$ cat src/rtl/cabx_pkg.sv
package cabx_pkg;
	// Program counter width and reset values
	localparam int PC_W = 16;
	localparam logic [PC_W-1:0] PC_RST = 16'h0000;
	localparam logic [PC_W-1:0] PC_ONE = 16'h0001;
	localparam logic [7:0] FLAGS_RST = 8'h00;
	localparam logic [7:0] RES_RST = 8'h00;
	localparam logic [15:0] WORD_RST = 16'h0000;

	// Bit positions inside status_flags
	localparam int FLG_C = 0;
	localparam int FLG_Z = 1;
	localparam int FLG_N = 2;
	localparam int FLG_V = 3;
	localparam int FLG_S = 4;
	localparam int FLG_H = 5;
	localparam int FLG_T = 6;
	localparam int FLG_I = 7;

	// Cycle counts and skip distances
	localparam logic [1:0] CYC_ONE = 2'h1;
	localparam logic [1:0] CYC_TWO = 2'h2;
	localparam logic [1:0] CYC_THREE = 2'h3;
	localparam logic [1:0] SKIP_ONE_WORD = 2'h2;
	localparam logic [1:0] SKIP_TWO_WORD = 2'h3;

	typedef enum logic [5:0] {
		op_nop, op_add, op_add_carry, op_add_imm_word, op_sub, op_sub_imm,
		op_sub_imm_word, op_sub_regs_carry, op_sub_imm_carry, op_and, op_and_imm,
		op_or, op_or_imm, op_xor_regs, op_test_zero_minus, op_clear_bits_mask,
		op_rel_call, op_ind_call, op_ind_jump, op_cmp_skip_equal, op_cmp_regs,
		op_cmp_regs_carry, op_cmp_imm, op_skip_reg_bit_clear, op_skip_reg_bit_set,
		op_skip_io_bit_clear, op_skip_io_bit_set, op_branch_flag_set,
		op_branch_flag_clear, op_branch_eq, op_branch_ne, op_branch_carry_set,
		op_branch_carry_clear, op_branch_unsigned_ge, op_branch_unsigned_lt,
		op_branch_minus, op_branch_plus, op_branch_signed_ge, op_branch_signed_lt,
		op_branch_halfcarry_set, op_branch_halfcarry_clear, op_branch_tbit_set,
		op_branch_tbit_clear, op_branch_ovf_set, op_branch_ovf_clear,
		op_branch_int_enabled
	} cabx_op_type;

	typedef enum logic [1:0] {
		ST_IDLE = 2'b01,
		ST_WAIT = 2'b10
	} cabx_state_type;

	typedef struct packed {
		cabx_state_type state;
		logic [1:0] cnt;
		logic [PC_W-1:0] pc;
		logic [7:0] flags;
		logic [7:0] res;
		logic res_wr;
		logic [15:0] word;
		logic word_wr;
	} cabx_regs_type;
endpackage
$ cat src/rtl/cabx_exec.sv
// Functional notes
// RULE_01: Add registers, optional carry, flags ZCNVH, 1 cycle
// RULE_02: Add constant to word pair, ZCNVS, 2 cycles
// RULE_03: Subtract constant from word pair, ZCNVS, 2 cycles
// RULE_04: Subtract register/constant, optional carry, ZCNVH, 1 cycle
// RULE_05: AND/OR/XOR store result, flags ZNV only
// RULE_06: Test register ANDs itself, sets ZNV
// RULE_07: Clear bits ANDs complement mask, ZNV
// RULE_08: Relative call: PC+k+1, no flags, 3 cycles
// RULE_09: Indirect call: PC from Z, 3 cycles
// RULE_10: Indirect jump: PC from Z, 2 cycles
// RULE_11: Skip if equal: PC+2 or 3, 1/2 cycles
// RULE_12: Compares set flags, store no result
// RULE_13: Skip on register bit clear or set
// RULE_14: Skip on I/O bit clear or set
// RULE_15: Generic flag branch, PC+k+1, 1/2 cycles
// RULE_16: Signed branches test N xor V
// RULE_17: Unsigned branches test carry flag
// RULE_18: Equal/not-equal test Z, minus/plus test N
// RULE_19: Half-carry branches test H
// RULE_20: T branches test transfer bit
// RULE_21: Overflow branches test V, 1/2 cycles
// RULE_22: Interrupt-enabled branch tests I
// RULE_23: Unlisted flags keep their value
`timescale 1ns/100ps
`default_nettype none
module cabx_exec
	import cabx_pkg::*;
(
	input wire logic sys_clk, // Core clock, 10 MHz
	input wire logic reset, // Asynchronous, active high
	input wire logic issue, // Instruction offered this cycle
	output logic ready, // Core can take an instruction
	input wire cabx_op_type op, // Decoded operation
	input wire logic [7:0] dst_val, // Destination register value
	input wire logic [7:0] src_reg, // Source register value
	input wire logic [7:0] imm_val, // Constant operand
	input wire logic [15:0] pair_val, // High:low register pair
	input wire logic [15:0] z_ptr, // Z pointer register
	input wire logic [11:0] offset, // Signed relative offset k
	input wire logic [2:0] bit_sel, // Bit or flag number
	input wire logic [7:0] io_val, // Addressed I/O register value
	input wire logic next_two_word, // Following instruction is two words
	input wire logic flags_wr, // Load status_flags from flags_in while ready and issue is low
	input wire logic [7:0] flags_in, // Value for flags_wr
	output logic [PC_W-1:0] pc_val, // Program counter
	output logic [7:0] status_flags, // I T H S V N Z C
	output logic [7:0] result_val, // Byte result
	output logic result_wr, // Byte result write pulse
	output logic [15:0] word_val, // Word result
	output logic word_wr // Word result write pulse
);

	cabx_regs_type q, d;
	logic acc;
	logic [7:0] opb;
	logic cin;
	logic [8:0] sum9, diff9;
	logic add_h, add_v, sub_h, sub_v;
	logic [15:0] wsum, wdiff;
	logic [PC_W-1:0] seq_pc, rel_pc, skip_pc;
	logic skip_hit, br_hit;
	logic [1:0] cyc;

	// Byte arithmetic flag update; S, T, I untouched
	function automatic logic [7:0] fl_arith(input logic [7:0] f, input logic [7:0] r,
		input logic c, input logic v, input logic h);
		logic [7:0] n;
		n = f;
		n[FLG_Z] = (r == 8'h00);
		n[FLG_C] = c;
		n[FLG_N] = r[7];
		n[FLG_V] = v;
		n[FLG_H] = h;
		return n;
	endfunction

	// Logic flag update; carry and half-carry survive
	function automatic logic [7:0] fl_logic(input logic [7:0] f, input logic [7:0] r);
		logic [7:0] n;
		n = f;
		n[FLG_Z] = (r == 8'h00); // RULE_05
		n[FLG_N] = r[7];
		n[FLG_V] = 1'b0;
		return n;
	endfunction

	// Word flag update; H keeps its value, S follows N xor V
	function automatic logic [7:0] fl_word(input logic [7:0] f, input logic [15:0] r,
		input logic c, input logic v);
		logic [7:0] n;
		n = f;
		n[FLG_Z] = (r == 16'h0000);
		n[FLG_C] = c;
		n[FLG_N] = r[15];
		n[FLG_V] = v;
		n[FLG_S] = r[15] ^ v;
		return n;
	endfunction

	// Branch conditions on the current flags
	function automatic logic br_cond(input cabx_op_type o, input logic [7:0] f,
		input logic [2:0] s);
		case (o)
			op_branch_flag_set: br_cond = f[s]; // RULE_15
			op_branch_flag_clear: br_cond = ~f[s]; // RULE_15
			op_branch_eq: br_cond = f[FLG_Z]; // RULE_18
			op_branch_ne: br_cond = ~f[FLG_Z]; // RULE_18
			op_branch_carry_set, op_branch_unsigned_lt: br_cond = f[FLG_C]; // RULE_17
			op_branch_carry_clear, op_branch_unsigned_ge: br_cond = ~f[FLG_C]; // RULE_17
			op_branch_minus: br_cond = f[FLG_N]; // RULE_18
			op_branch_plus: br_cond = ~f[FLG_N]; // RULE_18
			op_branch_signed_ge: br_cond = ~(f[FLG_N] ^ f[FLG_V]); // RULE_16
			op_branch_signed_lt: br_cond = f[FLG_N] ^ f[FLG_V]; // RULE_16
			op_branch_halfcarry_set: br_cond = f[FLG_H]; // RULE_19
			op_branch_halfcarry_clear: br_cond = ~f[FLG_H]; // RULE_19
			op_branch_tbit_set: br_cond = f[FLG_T]; // RULE_20
			op_branch_tbit_clear: br_cond = ~f[FLG_T]; // RULE_20
			op_branch_ovf_set: br_cond = f[FLG_V]; // RULE_21
			op_branch_ovf_clear: br_cond = ~f[FLG_V]; // RULE_21
			op_branch_int_enabled: br_cond = f[FLG_I]; // RULE_22
			default: br_cond = 1'b0;
		endcase
	endfunction

	// Second operand: register, constant, inverted mask or the operand itself
	always_comb begin
		case (op)
			op_sub_imm, op_sub_imm_carry, op_and_imm, op_or_imm, op_cmp_imm: opb = imm_val;
			op_clear_bits_mask: opb = ~imm_val; // RULE_07
			op_test_zero_minus: opb = dst_val; // RULE_06
			default: opb = src_reg;
		endcase
	end

	// Carry enters only the with-carry forms
	assign cin = q.flags[FLG_C] & ((op == op_add_carry) | (op == op_sub_regs_carry) |
		(op == op_sub_imm_carry) | (op == op_cmp_regs_carry)); // RULE_01

	// One adder and one subtractor serve every byte add, subtract and compare form
	assign sum9 = {1'b0, dst_val} + {1'b0, opb} + {8'h00, cin};
	assign diff9 = {1'b0, dst_val} - {1'b0, opb} - {8'h00, cin};
	assign add_h = (dst_val[3] & opb[3]) | (opb[3] & ~sum9[3]) | (~sum9[3] & dst_val[3]);
	assign add_v = (dst_val[7] & opb[7] & ~sum9[7]) | (~dst_val[7] & ~opb[7] & sum9[7]);
	assign sub_h = (~dst_val[3] & opb[3]) | (opb[3] & diff9[3]) | (diff9[3] & ~dst_val[3]);
	assign sub_v = (dst_val[7] & ~opb[7] & ~diff9[7]) | (~dst_val[7] & opb[7] & diff9[7]);

	// Word forms; the constant is zero-extended
	assign wsum = pair_val + {8'h00, imm_val}; // RULE_02
	assign wdiff = pair_val - {8'h00, imm_val}; // RULE_03

	// Program counter candidates
	assign seq_pc = q.pc + PC_ONE;
	assign rel_pc = q.pc + PC_W'(signed'(offset)) + PC_ONE; // RULE_08
	assign skip_pc = q.pc + PC_W'(next_two_word ? SKIP_TWO_WORD : SKIP_ONE_WORD); // RULE_11

	// Skip conditions
	always_comb begin
		case (op)
			op_cmp_skip_equal: skip_hit = (dst_val == src_reg); // RULE_11
			op_skip_reg_bit_clear: skip_hit = ~src_reg[bit_sel]; // RULE_13
			op_skip_reg_bit_set: skip_hit = src_reg[bit_sel]; // RULE_13
			op_skip_io_bit_clear: skip_hit = ~io_val[bit_sel]; // RULE_14
			op_skip_io_bit_set: skip_hit = io_val[bit_sel]; // RULE_14
			default: skip_hit = 1'b0;
		endcase
	end

	assign br_hit = br_cond(op, q.flags, bit_sel);
	assign ready = (q.state == ST_IDLE);
	assign acc = issue & ready;

	// Everything commits at the accepting edge; the wait state only stalls issue and flag loads.
	// This keeps results visible early at the cost of modelling no pipeline hazards.
	always_comb begin
		d = q;
		d.res_wr = 1'b0;
		d.word_wr = 1'b0;
		cyc = CYC_ONE;
		unique case (q.state)
			ST_WAIT: begin
				d.cnt = q.cnt - 2'h1;
				if (q.cnt == 2'h1) begin
					d.state = ST_IDLE;
				end
			end
			ST_IDLE: begin
				if (issue) begin
					d.pc = seq_pc;
					case (op)
						op_add, op_add_carry: begin
							d.res = sum9[7:0]; // RULE_01
							d.res_wr = 1'b1;
							d.flags = fl_arith(q.flags, sum9[7:0], sum9[8], add_v, add_h);
						end
						op_sub, op_sub_imm, op_sub_regs_carry, op_sub_imm_carry: begin
							d.res = diff9[7:0]; // RULE_04
							d.res_wr = 1'b1;
							d.flags = fl_arith(q.flags, diff9[7:0], diff9[8], sub_v, sub_h);
						end
						op_cmp_regs, op_cmp_regs_carry, op_cmp_imm: begin
							d.flags = fl_arith(q.flags, diff9[7:0], diff9[8], sub_v, sub_h); // RULE_12
						end
						op_and, op_and_imm, op_test_zero_minus, op_clear_bits_mask: begin
							d.res = dst_val & opb; // RULE_05
							d.res_wr = 1'b1;
							d.flags = fl_logic(q.flags, dst_val & opb); // RULE_06
						end
						op_or, op_or_imm: begin
							d.res = dst_val | opb; // RULE_05
							d.res_wr = 1'b1;
							d.flags = fl_logic(q.flags, dst_val | opb);
						end
						op_xor_regs: begin
							d.res = dst_val ^ opb; // RULE_05
							d.res_wr = 1'b1;
							d.flags = fl_logic(q.flags, dst_val ^ opb);
						end
						op_add_imm_word: begin
							d.word = wsum;
							d.word_wr = 1'b1;
							d.flags = fl_word(q.flags, wsum, pair_val[15] & ~wsum[15],
								~pair_val[15] & wsum[15]); // RULE_02
							cyc = CYC_TWO;
						end
						op_sub_imm_word: begin
							d.word = wdiff;
							d.word_wr = 1'b1;
							d.flags = fl_word(q.flags, wdiff, wdiff[15] & ~pair_val[15],
								pair_val[15] & ~wdiff[15]); // RULE_03
							cyc = CYC_TWO;
						end
						op_rel_call: begin
							d.pc = rel_pc; // RULE_08
							cyc = CYC_THREE;
						end
						op_ind_call: begin
							d.pc = z_ptr; // RULE_09
							cyc = CYC_THREE;
						end
						op_ind_jump: begin
							d.pc = z_ptr; // RULE_10
							cyc = CYC_TWO;
						end
						op_cmp_skip_equal, op_skip_reg_bit_clear, op_skip_reg_bit_set,
						op_skip_io_bit_clear, op_skip_io_bit_set: begin
							if (skip_hit) begin
								d.pc = skip_pc; // RULE_13
								cyc = CYC_TWO; // RULE_11
							end
						end
						default: begin
							if (br_hit) begin
								d.pc = rel_pc; // RULE_15
								cyc = CYC_TWO; // RULE_21
							end
						end
					endcase
					if (cyc != CYC_ONE) begin
						d.state = ST_WAIT;
						d.cnt = cyc - 2'h1;
					end
				end else if (flags_wr) begin
					d.flags = flags_in;
				end
			end
			default: d.state = ST_IDLE;
		endcase
	end

	// State register
	always_ff @(posedge sys_clk or posedge reset) begin
		if (reset) begin
			q <= '{state: ST_IDLE, cnt: 2'h0, pc: PC_RST, flags: FLAGS_RST, res: RES_RST,
				res_wr: 1'b0, word: WORD_RST, word_wr: 1'b0};
		end else begin
			q <= d;
		end
	end

	assign pc_val = q.pc;
	assign status_flags = q.flags;
	assign result_val = q.res;
	assign result_wr = q.res_wr;
	assign word_val = q.word;
	assign word_wr = q.word_wr;
endmodule
`default_nettype wire

$ cat config.mk
export PLATFORM = sky130hd
export DESIGN_NAME = cabx_exec
export DESIGN_NICKNAME = d
export VERILOG_FILES = /design/src/rtl/cabx_pkg.sv /design/src/rtl/cabx_exec.sv
export SDC_FILE = /design/constraint.sdc
export NUM_CORES = 1
export LEC_CHECK = 0
export BUFFER_PORTS_ARGS = -buffer_cell sky130_fd_sc_hd__buf_2
export CELL_PAD_IN_SITES_DETAIL_PLACEMENT = 1
export CELL_PAD_IN_SITES_GLOBAL_PLACEMENT = 2
export CORE_ASPECT_RATIO = 1.5
export CORE_MARGIN = 10
export CORE_UTILIZATION = 36
export CTS_CLUSTER_DIAMETER = 120
export DETAILED_ROUTE_END_ITERATION = 10
export MAX_ROUTING_LAYER = met4
export PLACE_DENSITY = 0.95
export SYNTH_ARGS = -nofsm -noshare
export SYNTH_HDL_FRONTEND = slang
export SYNTH_SLANG_ARGS = --single-unit
export TNS_END_PERCENT = 1
$ cat constraint.sdc
create_clock -name sys_clk -period 11.35 [get_ports sys_clk]
set_clock_uncertainty 0.1 [all_clocks]
set_input_delay 1.7025 -clock sys_clk [delete_from_list [all_inputs] [get_ports sys_clk]]
set_output_delay 1.7025 -clock sys_clk [all_outputs]
set_load 0.05 [all_outputs]
== Yosys cells after proc, flatten, opt, wreduce, memory -nomap -nowiden ==
Index checks and enable logic that the tools add are counted.
Word-level totals
  register bits: 54
  output and inout port bits: 51
Operators by class
  add/sub/neg operators: 12
  $lt $le $gt $ge: 1
  equal/unequal tests: 64
  muxes and demuxes: 30
  bitwise gates (word level): 55
  reduce and logical (&&, ||, !) cells: 35
Operators with widths (number)
  $eq 6x5->1 const B: 16
  $eq 6x6->1 const B: 14
  $pmux 16 s4: 1
  $eq 6x4->1 const B: 8
  $pmux 9 s5: 1
  $pmux 6 s7: 1
  $logic_not 8->1: 5
  $mux 18: 2
  $pmux 17 s2: 1
  $add 16x1->16 const B: 2
  $logic_not 16->1: 2
  $mux 16: 2
  $eq 6x3->1 const B: 4
  $pmux 8 s3: 1
  $mux 20: 1
  $not 1->1: 20
  $and 1x1->1: 19
  $ne 2x2->1 const B: 9
  $reduce_and 3->1: 6
  $reduce_or 18->1: 1
  $pmux 1 s17: 1
  $add 16x16->16: 1
  $add 16x2->16: 1
  $add 16x8->16: 1
  other kinds (42): 77

== Logic depth before layout (Yosys ltp) ==
Gate-level depths: netlist (run 1).
  depth in word-level cells: 12
  mapped depth: 24
  depth with buffers taken out: 22

== Worst setup path before layout (run 1) ==
No wires, ideal clock.
  path kind: input -> register
  start point: in op[5]
  end point: reg q (netlist bit status_flags[1])
  setup time: 0.092 ns
  data arrival time: 6.219 ns
  path slack: 4.939 ns
  stages: 23
  buffers on the path: 3
  path through: buf_4 -> or2_1 -> clkbuf_1 -> or3_1 -> clkbuf_1 -> nand2_1 -> a211oi_1 -> a21oi_1 -> o21ai_0 -> a21o_1 -> fa_1 -> inv_1 -> ha_1 -> or2_2 -> fa_1 -> nand2b_1 -> a21oi_1 -> o21ai_1 -> xor2_1 -> or4_1 -> o21ai_1 -> nor3_1 -> o31ai_2
Between the ends
  word-level cells in the longest chain between the ends: 9
  elaborated cells on any way between the ends: 44
  those cells by class: add/sub: 4; eq/ne: 19; mux: 3; bitwise: 7; reduce/logical: 11
Ends and longest elaborated chain
  from (decl): RTL line cabx_exec.sv:34  | input wire cabx_op_type op,
  branches (longest 9 deep; another with $sub 8x8->9)
  to (signal assigned): RTL line cabx_exec.sv:274  | q <= '{state: ST_IDLE, cnt: 2'h0, pc: PC_RST, flags: FLAGS_RST, res: RES_RST,
  to (decl): RTL line cabx_exec.sv:54  | cabx_regs_type q, d;
Several ways; the timed one is not identified. The select of a mux whose other input is x is not followed.
A chain may end at the register's enable or synchronous reset.

== Worst setup path after layout (run 1) ==
  start point: in op[1]
  end point: reg q (netlist bit status_flags[1])
The elaborated chain is that of the path after synthesis.

==> results.cfg, run 1 <==
[grt]
grt_pass1_wl_um = 50200
grt_pass1_vias = 9233
overflow = 0
grtUsageTotal_pct = 21.5
antenna_found_initial = 1
grt_max_degree = 55

[critical_path]
reg2reg_depth = 15
worst_path_largest_cell_delay_ps = 990
path_cells = buf_2, inv_2, nor2_1, nand3_1, a21oi_1, a211oi_1, a21oi_1, o21ai_0, a21o_1, fa_1, inv_1, ha_1, or2_2, fa_1, nand2b_1, a21oi_1, o21ai_1, xor2_1, or4_1, o21ai_1, nor3_1, o31ai_2
crit_type = input port to flop
end_kind = flop
path_max_fanout = 19
cp_slowest_cell = a21oi_1
rr_startpoint = status_flags[0]$_DFFE_PP0P_
crit_buf_inv = 3
path_delay_family = compound AO/OA/AOI/OAI gates
cp.depth = 22
crit_start = op[1]
regToRegEndpoint = status_flags[1]$_DFFE_PP0P_
cpMostUsedCell = a21oi_1
worstPathRequired_ps = 11480
r2r_setup_slack_ps = 7070
crit_arrival_ps = 7490
endpoint = status_flags[1]$_DFFE_PP0P_
critPathLaunchType = input port

[timing]
tightest_slew_ps = 1290
hold_violations = 0
min_period_ps = 7360
setup_slack_ps = 3990
rsz0062_at_grt = no
finalCritPeriodShare_pct = 64.8
slew_headroom_pct = 14.2
setup_viol = 0
fmax_mhz = 136
slew_viol_final = 0
finalSetupTns_ps = 0

[place]
dp_slack_ps = 3760
dp_hpwl_um = 26300
placed_area_um2 = 8930
gp_congestion = 0.943
port_buffers = 148

[cts]
holdBufCountCts = 0
clk_latency_ps = 310
cts_root_buffer = clkbuf_16
cts_buffers = 5
post_cts_buffers = 0
cts-resized-gates = 0
cts_max_level = 2
cts.path.max_buffers = 2
cts.clk_slew.worst_paths_ps = 80
cts.sinks = 54
cts_tree = yes

[synthesis]
yosysWarnings = 0
synthXorXnorAreaFrac_pct = 7.71
synth-simple-area-share_pct = 20.6
syn_area_um2 = 8400
synth_ff_type = dfrtp_1
syn_avg_cell_area_um2 = 7.51
synth-seq-area-share_pct = 16.1
ys_types = 86
yosys.area_share.adder_pct = 13.0
synth_edf_count = 0
synth.mux.area_fraction_pct = 3.95
syn_nets = 1299
async_reset_ff_share_pct = 100
synth.ff_latch_count = 54
synthCells = 1119
synth_compound_gate_area_share_pct = 27.7
synth_top_family_by_area = compound AO/OA/AOI/OAI gates

[power_and_ir_drop]
total_power_mw = 1.76
power.leakage_nw = 3.97
pwr_density_cell_nw_per_um2 = 193
peakVddDrop_mv = 0.0733

[layout]
multi_input_area_um2 = 6140
n_antenna_cell = 0
final_area_um2 = 9110
area_growth_pct = 8.40
layout.nets = 1356
drive_gt1_share_pct = 17.0
fillers = 2921
regArea_um2 = 1350

[routing]
wl_um = 32000
vias_per_cell = 5.95
vias = 8664
ant_nets = 0
firstDrtPassIters = 5
drc = 0
drt_iter0_drc = 474
wl_per_cell_um = 22.0

[floorplan]
placementRows = 68
start_util_pct = 36.6
core-area_um2 = 23000
ios = 149
die-area_um2 = 30000
die_w_um = 145
die_y_um = 207

[hold_path]
hp-start = result_val[1]$_DFFE_PP0P_
hp-class = flop to flop

[flow_run]
max_cap_violations = 0

[run_status]
status = finished, final reports clean
-- worst reg2reg max path, cell delays in order, from the launching register on --
cell	delay, ps
dfrtp_1	510
nand3b_1	210
inv_1	80
fa_1	540
inv_1	70
ha_1	190
or2_2	310
fa_1	410
nand2b_1	180
a21oi_1	250
o21ai_1	150
xor2_1	170
or4_1	540
o21ai_1	150
nor3_1	80
o31ai_2	250
-- logic make-up (layout without fill, tap and decap cells) --
logic type	Yosys count	after routing
AND/OR/NAND/NOR	356	356
AO/OA/AOI/OAI	346	346
buffers and inverters	181	239
adder cells (fa/ha/maj)	83	83
XOR/XNOR	74	74
flip-flops	54	54
multiplexers	25	25
-- synthesized netlist by cell type (5+ instances only) --
cell type	n	area share (%)
fa_1	8	1.9
nand2b_1	27	2.0
a31oi_1	10	0.74
mux2_2	5	0.67
mux2i_1	14	1.7
buf_4	52	4.6
a22oi_1	8	0.71
dfrtp_1	53	16
o221ai_1	11	1.1
o21ai_0	61	3.6
o21ai_1	24	1.4
or2_2	5	0.37
nor2_1	96	4.3
and3_1	7	0.52
o211ai_1	26	2.3
mux4_2	6	1.6
xor2_1	30	3.1
or3_1	6	0.45
xnor2_1	44	4.6
nor2b_1	9	0.67
a22o_1	11	1.1
clkbuf_1	41	1.8
nand4_1	14	1.0
or4_1	6	0.54
o22ai_1	9	0.67
nor3_1	32	1.9
ha_1	74	11
a21o_1	17	1.5
buf_2	12	0.71
a21oi_1	81	4.8
a221oi_1	11	1.1
nand3_1	32	1.9
a211oi_1	10	0.89
nand2_1	94	4.2
o21a_1	9	0.80
inv_1	70	3.1
-- stage by stage --
| step | cells | util (%) | hold WS, ps |
|---|---|---|---|
| after floorplan | 1119 | - | 351 |
| after global placement | 1449 | 38.9 | 358 |
| after detailed placement | 1449 | 38.9 | 365 |
| after CTS | 1457 | 39.6 | 383 |
| after global routing | 1457 | 39.6 | 423 |
| final | 1457 | 39.6 | 378 |
-- registers in the layout, summed over array words and instances (netlist names) --
name and count:
result_val 8, word_wr 1, pc_val 16, word_val 16
result_wr 1, q 4, status_flags 8
-- routing by layer --
metal / GRT usage [%] / wire (um) / vias to the layer above
li1: - / - / 4117
met1: 23.2 / 12500 / 4231
met2: 38.8 / 17000 / 252
met3: 2.01 / 1380 / 64
met4: 8.65 / 1150 / 0
met5: - / 0 / -
-- how the worst min path moves through the flow --
stage / endpoint / cells after the start / slack, ps
6_report: result_val[1]$_DFFE_PP0P_ / 2 / 380
5_1_grt: word_val[9]$_DFFE_PP0P_ / 1 / 420
4_1_cts: result_val[1]$_DFFE_PP0P_ / 2 / 380
3_5_place_dp: result_val[1]$_DFFE_PP0P_ / 2 / 360
3_3_place_gp: result_val[5]$_DFFE_PP0P_ / 2 / 360
2_1_floorplan: result_val[0]$_DFFE_PP0P_ / 2 / 350
-- cell usage in the layout (no fill, tap or decap), types with 9 or more instances in the layout --
cell type	n
a211oi_1	10
a21o_1	17
a21oi_1	81
a221oi_1	11
a22o_1	11
a31oi_1	10
buf_2	148
buf_4	10
dfrtp_1	53
ha_1	74
inv_1	69
mux2i_1	14
nand2_1	94
nand2b_1	27
nand3_1	32
nand4_1	14
nor2_1	96
nor2b_1	9
nor3_1	32
o211ai_1	26
o21a_1	9
o21ai_0	61
o21ai_1	24
o221ai_1	11
o22ai_1	9
xnor2_1	44
xor2_1	30
-- power by group --
group | switching (mW) | leakage, nW | internal, mW
Combinational | 0.766 | 3.22 | 0.395
Clock | 0.0878 | 0.0875 | 0.112
Sequential | 0.131 | 0.664 | 0.268
Total | 0.984 | 3.97 | 0.774
-- layout make-up --
class	count	area share, %
Clock inverter	2	0.426
Inverter	73	3.01
Sequential cell	54	14.9
Multi-Input combinational cell	884	67.4
Tap cell	280	3.85
Timing Repair Buffer	158	8.96
Clock buffer	6	1.52
No activity file was read; power rests on OpenSTA's default activity.
==> run 2, diff against run 1 <==
--- a/config.mk
+++ b/config.mk
@@ -10,11 +10,11 @@
 export CELL_PAD_IN_SITES_GLOBAL_PLACEMENT = 2
 export CORE_ASPECT_RATIO = 1.5
 export CORE_MARGIN = 10
-export CORE_UTILIZATION = 36
+export CORE_UTILIZATION = 33
 export CTS_CLUSTER_DIAMETER = 120
 export DETAILED_ROUTE_END_ITERATION = 10
 export MAX_ROUTING_LAYER = met4
-export PLACE_DENSITY = 0.95
+export PLACE_DENSITY = 0.93
 export SYNTH_ARGS = -nofsm -noshare
 export SYNTH_HDL_FRONTEND = slang
 export SYNTH_SLANG_ARGS = --single-unit
==> constraint.sdc (replaced) <==
create_clock -name sys_clk -period 7.4 [get_ports sys_clk]
set_clock_uncertainty 0.1 [all_clocks]
set_input_delay 1.11 -clock sys_clk [delete_from_list [all_inputs] [get_ports sys_clk]]
set_output_delay 1.11 -clock sys_clk [all_outputs]
set_load 0.05 [all_outputs]
==> run 2 against run 1 <==
Effect of this change: critical path depth grew 1; sequential share of layout area decreased by 0.067 points; routed wire length is 1.9% higher; core utilization shrank 3.1 points; combinational power increased by 53%; total power rose by 51%; die area up 8.0%; setup slack worse by 2600 ps; clock-buffer cell count decreased by 1; critical path type unchanged; largest cell class unchanged.
==> results.cfg, run 2 (same netlist as run 1, synthesis figures left out) <==
[cts]
clk_latency_ps = 320
cts_buffers = 5
cts.sinks = 54
post_cts_buffers = 0
cts_root_buffer = clkbuf_16
holdBufCountCts = 0
cts_max_level = 2
cts.path.max_buffers = 2
cts.clk_slew.worst_paths_ps = 90
cts_tree = yes
cts-resized-gates = 0

[place]
port_buffers = 148
gp_congestion = 0.972
dpl.cell_count = 1497
dp_slack_ps = 1040
dp_hpwl_um = 26800

[critical_path]
end_kind = flop
crit_arrival_ps = 6190
rr_startpoint = status_flags[0]$_DFFE_PP0P_
worstPathRequired_ps = 7530
critPathLaunchType = input port
path_max_fanout = 19
regToRegEndpoint = status_flags[1]$_DFFE_PP0P_
r2r_setup_slack_ps = 3140
crit_type = input port to flop
reg2reg_depth = 15

[timing]
finalSetupTns_ps = 0
slew_viol_final = 0
rsz0062_at_grt = no
hold_violations = 0
setup_viol = 0
tightest_slew_ps = 1150
finalCritPeriodShare_pct = 81.8
min_period_ps = 6050
slew_headroom_pct = 23.1
setup_slack_ps = 1350
fmax_mhz = 165

[grt]
overflow = 0
grt_pass1_vias = 9128
grt_max_degree = 55
antenna_found_initial = 2
grt_pass1_wl_um = 50800
grtUsageTotal_pct = 20.2

[hold_path]
hold_end = result_val[1]$_DFFE_PP0P_
hp-class = flop to flop
hp-start = result_val[1]$_DFFE_PP0P_
hold_depth = 2

[run_status]
status = finished, final reports clean

[routing]
firstDrtPassIters = 5
vias = 8773
wl_per_cell_um = 21.7
vias_per_cell = 5.82
drt_iter0_drc = 566
drc = 0
wl_um = 32600
ant_nets = 0

[power_and_ir_drop]
power.leakage_nw = 3.96
pwr_density_cell_nw_per_um2 = 291
peakVddDrop_mv = 0.149
total_power_mw = 2.66

[layout]
area_growth_pct = 8.89
regArea_um2 = 1350
final_common_cell = buf_2
multi_input_area_um2 = 6140
final_cell_mix = buf_2 (148), nor2_1 (96), nand2_1 (94)
fillers = 3190
layout.nets = 1356
drive_gt1_share_pct = 17.0
final_cell_count_no_fill = 1507

[floorplan]
die_w_um = 150
core-area_um2 = 25100
start_util_pct = 33.5
die-area_um2 = 32400
ios = 149
placementRows = 71
die_y_um = 215

[flow_run]
max_cap_violations = 0
## run 2: changes by cell type in the layout (fill, tap and decap cells not counted), sizes merged
cell	before	now
clkbuf	6	5
diode	0	2
bufinv	1	0
clkinv	0	1
inv	74	75
## run 2: metrics by stage
stage                     hold WS, ps  instance area [um^2]  utilization, %
after floorplan                   351                  8400               -
after global routing              419                  9140            36.5
after detailed placement          365                  8990            35.9
after global placement            358                  8990            35.9
final                             379                  9150            36.5
after CTS                         384                  9140            36.5
## run 2: cell type report
cell class	count	share of cell area, %
Antenna cell	2	0.0547
Multi-Input combinational cell	884	67.1
Clock inverter	3	0.315
Inverter	73	3.00
Tap cell	328	4.49
Clock buffer	5	1.37
Timing Repair Buffer	158	8.92
Sequential cell	54	14.8
## run 2: routing by layer
metal / share of wire (%) / track usage, % / wire length (um)
met5: 0 / - / 0
met4: 4.1 / 8.93 / 1340
met3: 5.4 / 1.84 / 1750
met2: 52 / 36.0 / 17000
met1: 38 / 22.1 / 12600
## run 2: critical path, cell delays in order
cell,delay [ps]
buf_2,320
inv_2,160
nor2_1,220
nand3_1,100
a21oi_1,200
buf_4,240
a211oi_1,70
a21oi_1,110
o21ai_0,90
a21o_1,230
fa_1,580
inv_1,70
ha_1,200
or2_2,310
fa_1,410
nand2b_1,180
a21oi_1,260
o21ai_1,150
xor2_1,170
or4_1,540
o21ai_1,140
nor3_1,70
o31ai_2,220
## run 2: how the worst max path moves through the flow
stage | slack [ps] | to | start
after floorplan | 1580 | status_flags[1]$_DFFE_PP0P_ | op[5]
after global placement | 1170 | status_flags[1]$_DFFE_PP0P_ | op[1]
after detailed placement | 1040 | status_flags[1]$_DFFE_PP0P_ | op[1]
after CTS | 1380 | status_flags[1]$_DFFE_PP0P_ | op[1]
after global routing | 980 | status_flags[1]$_DFFE_PP0P_ | op[1]
final | 1350 | status_flags[1]$_DFFE_PP0P_ | op[1]
## run 2: power by group
group / leakage [nW] / internal, mW / switching [mW]
clock network: 0.0763 / 0.131 / 0.138
logic: 3.22 / 0.606 / 1.18
registers: 0.664 / 0.411 / 0.199
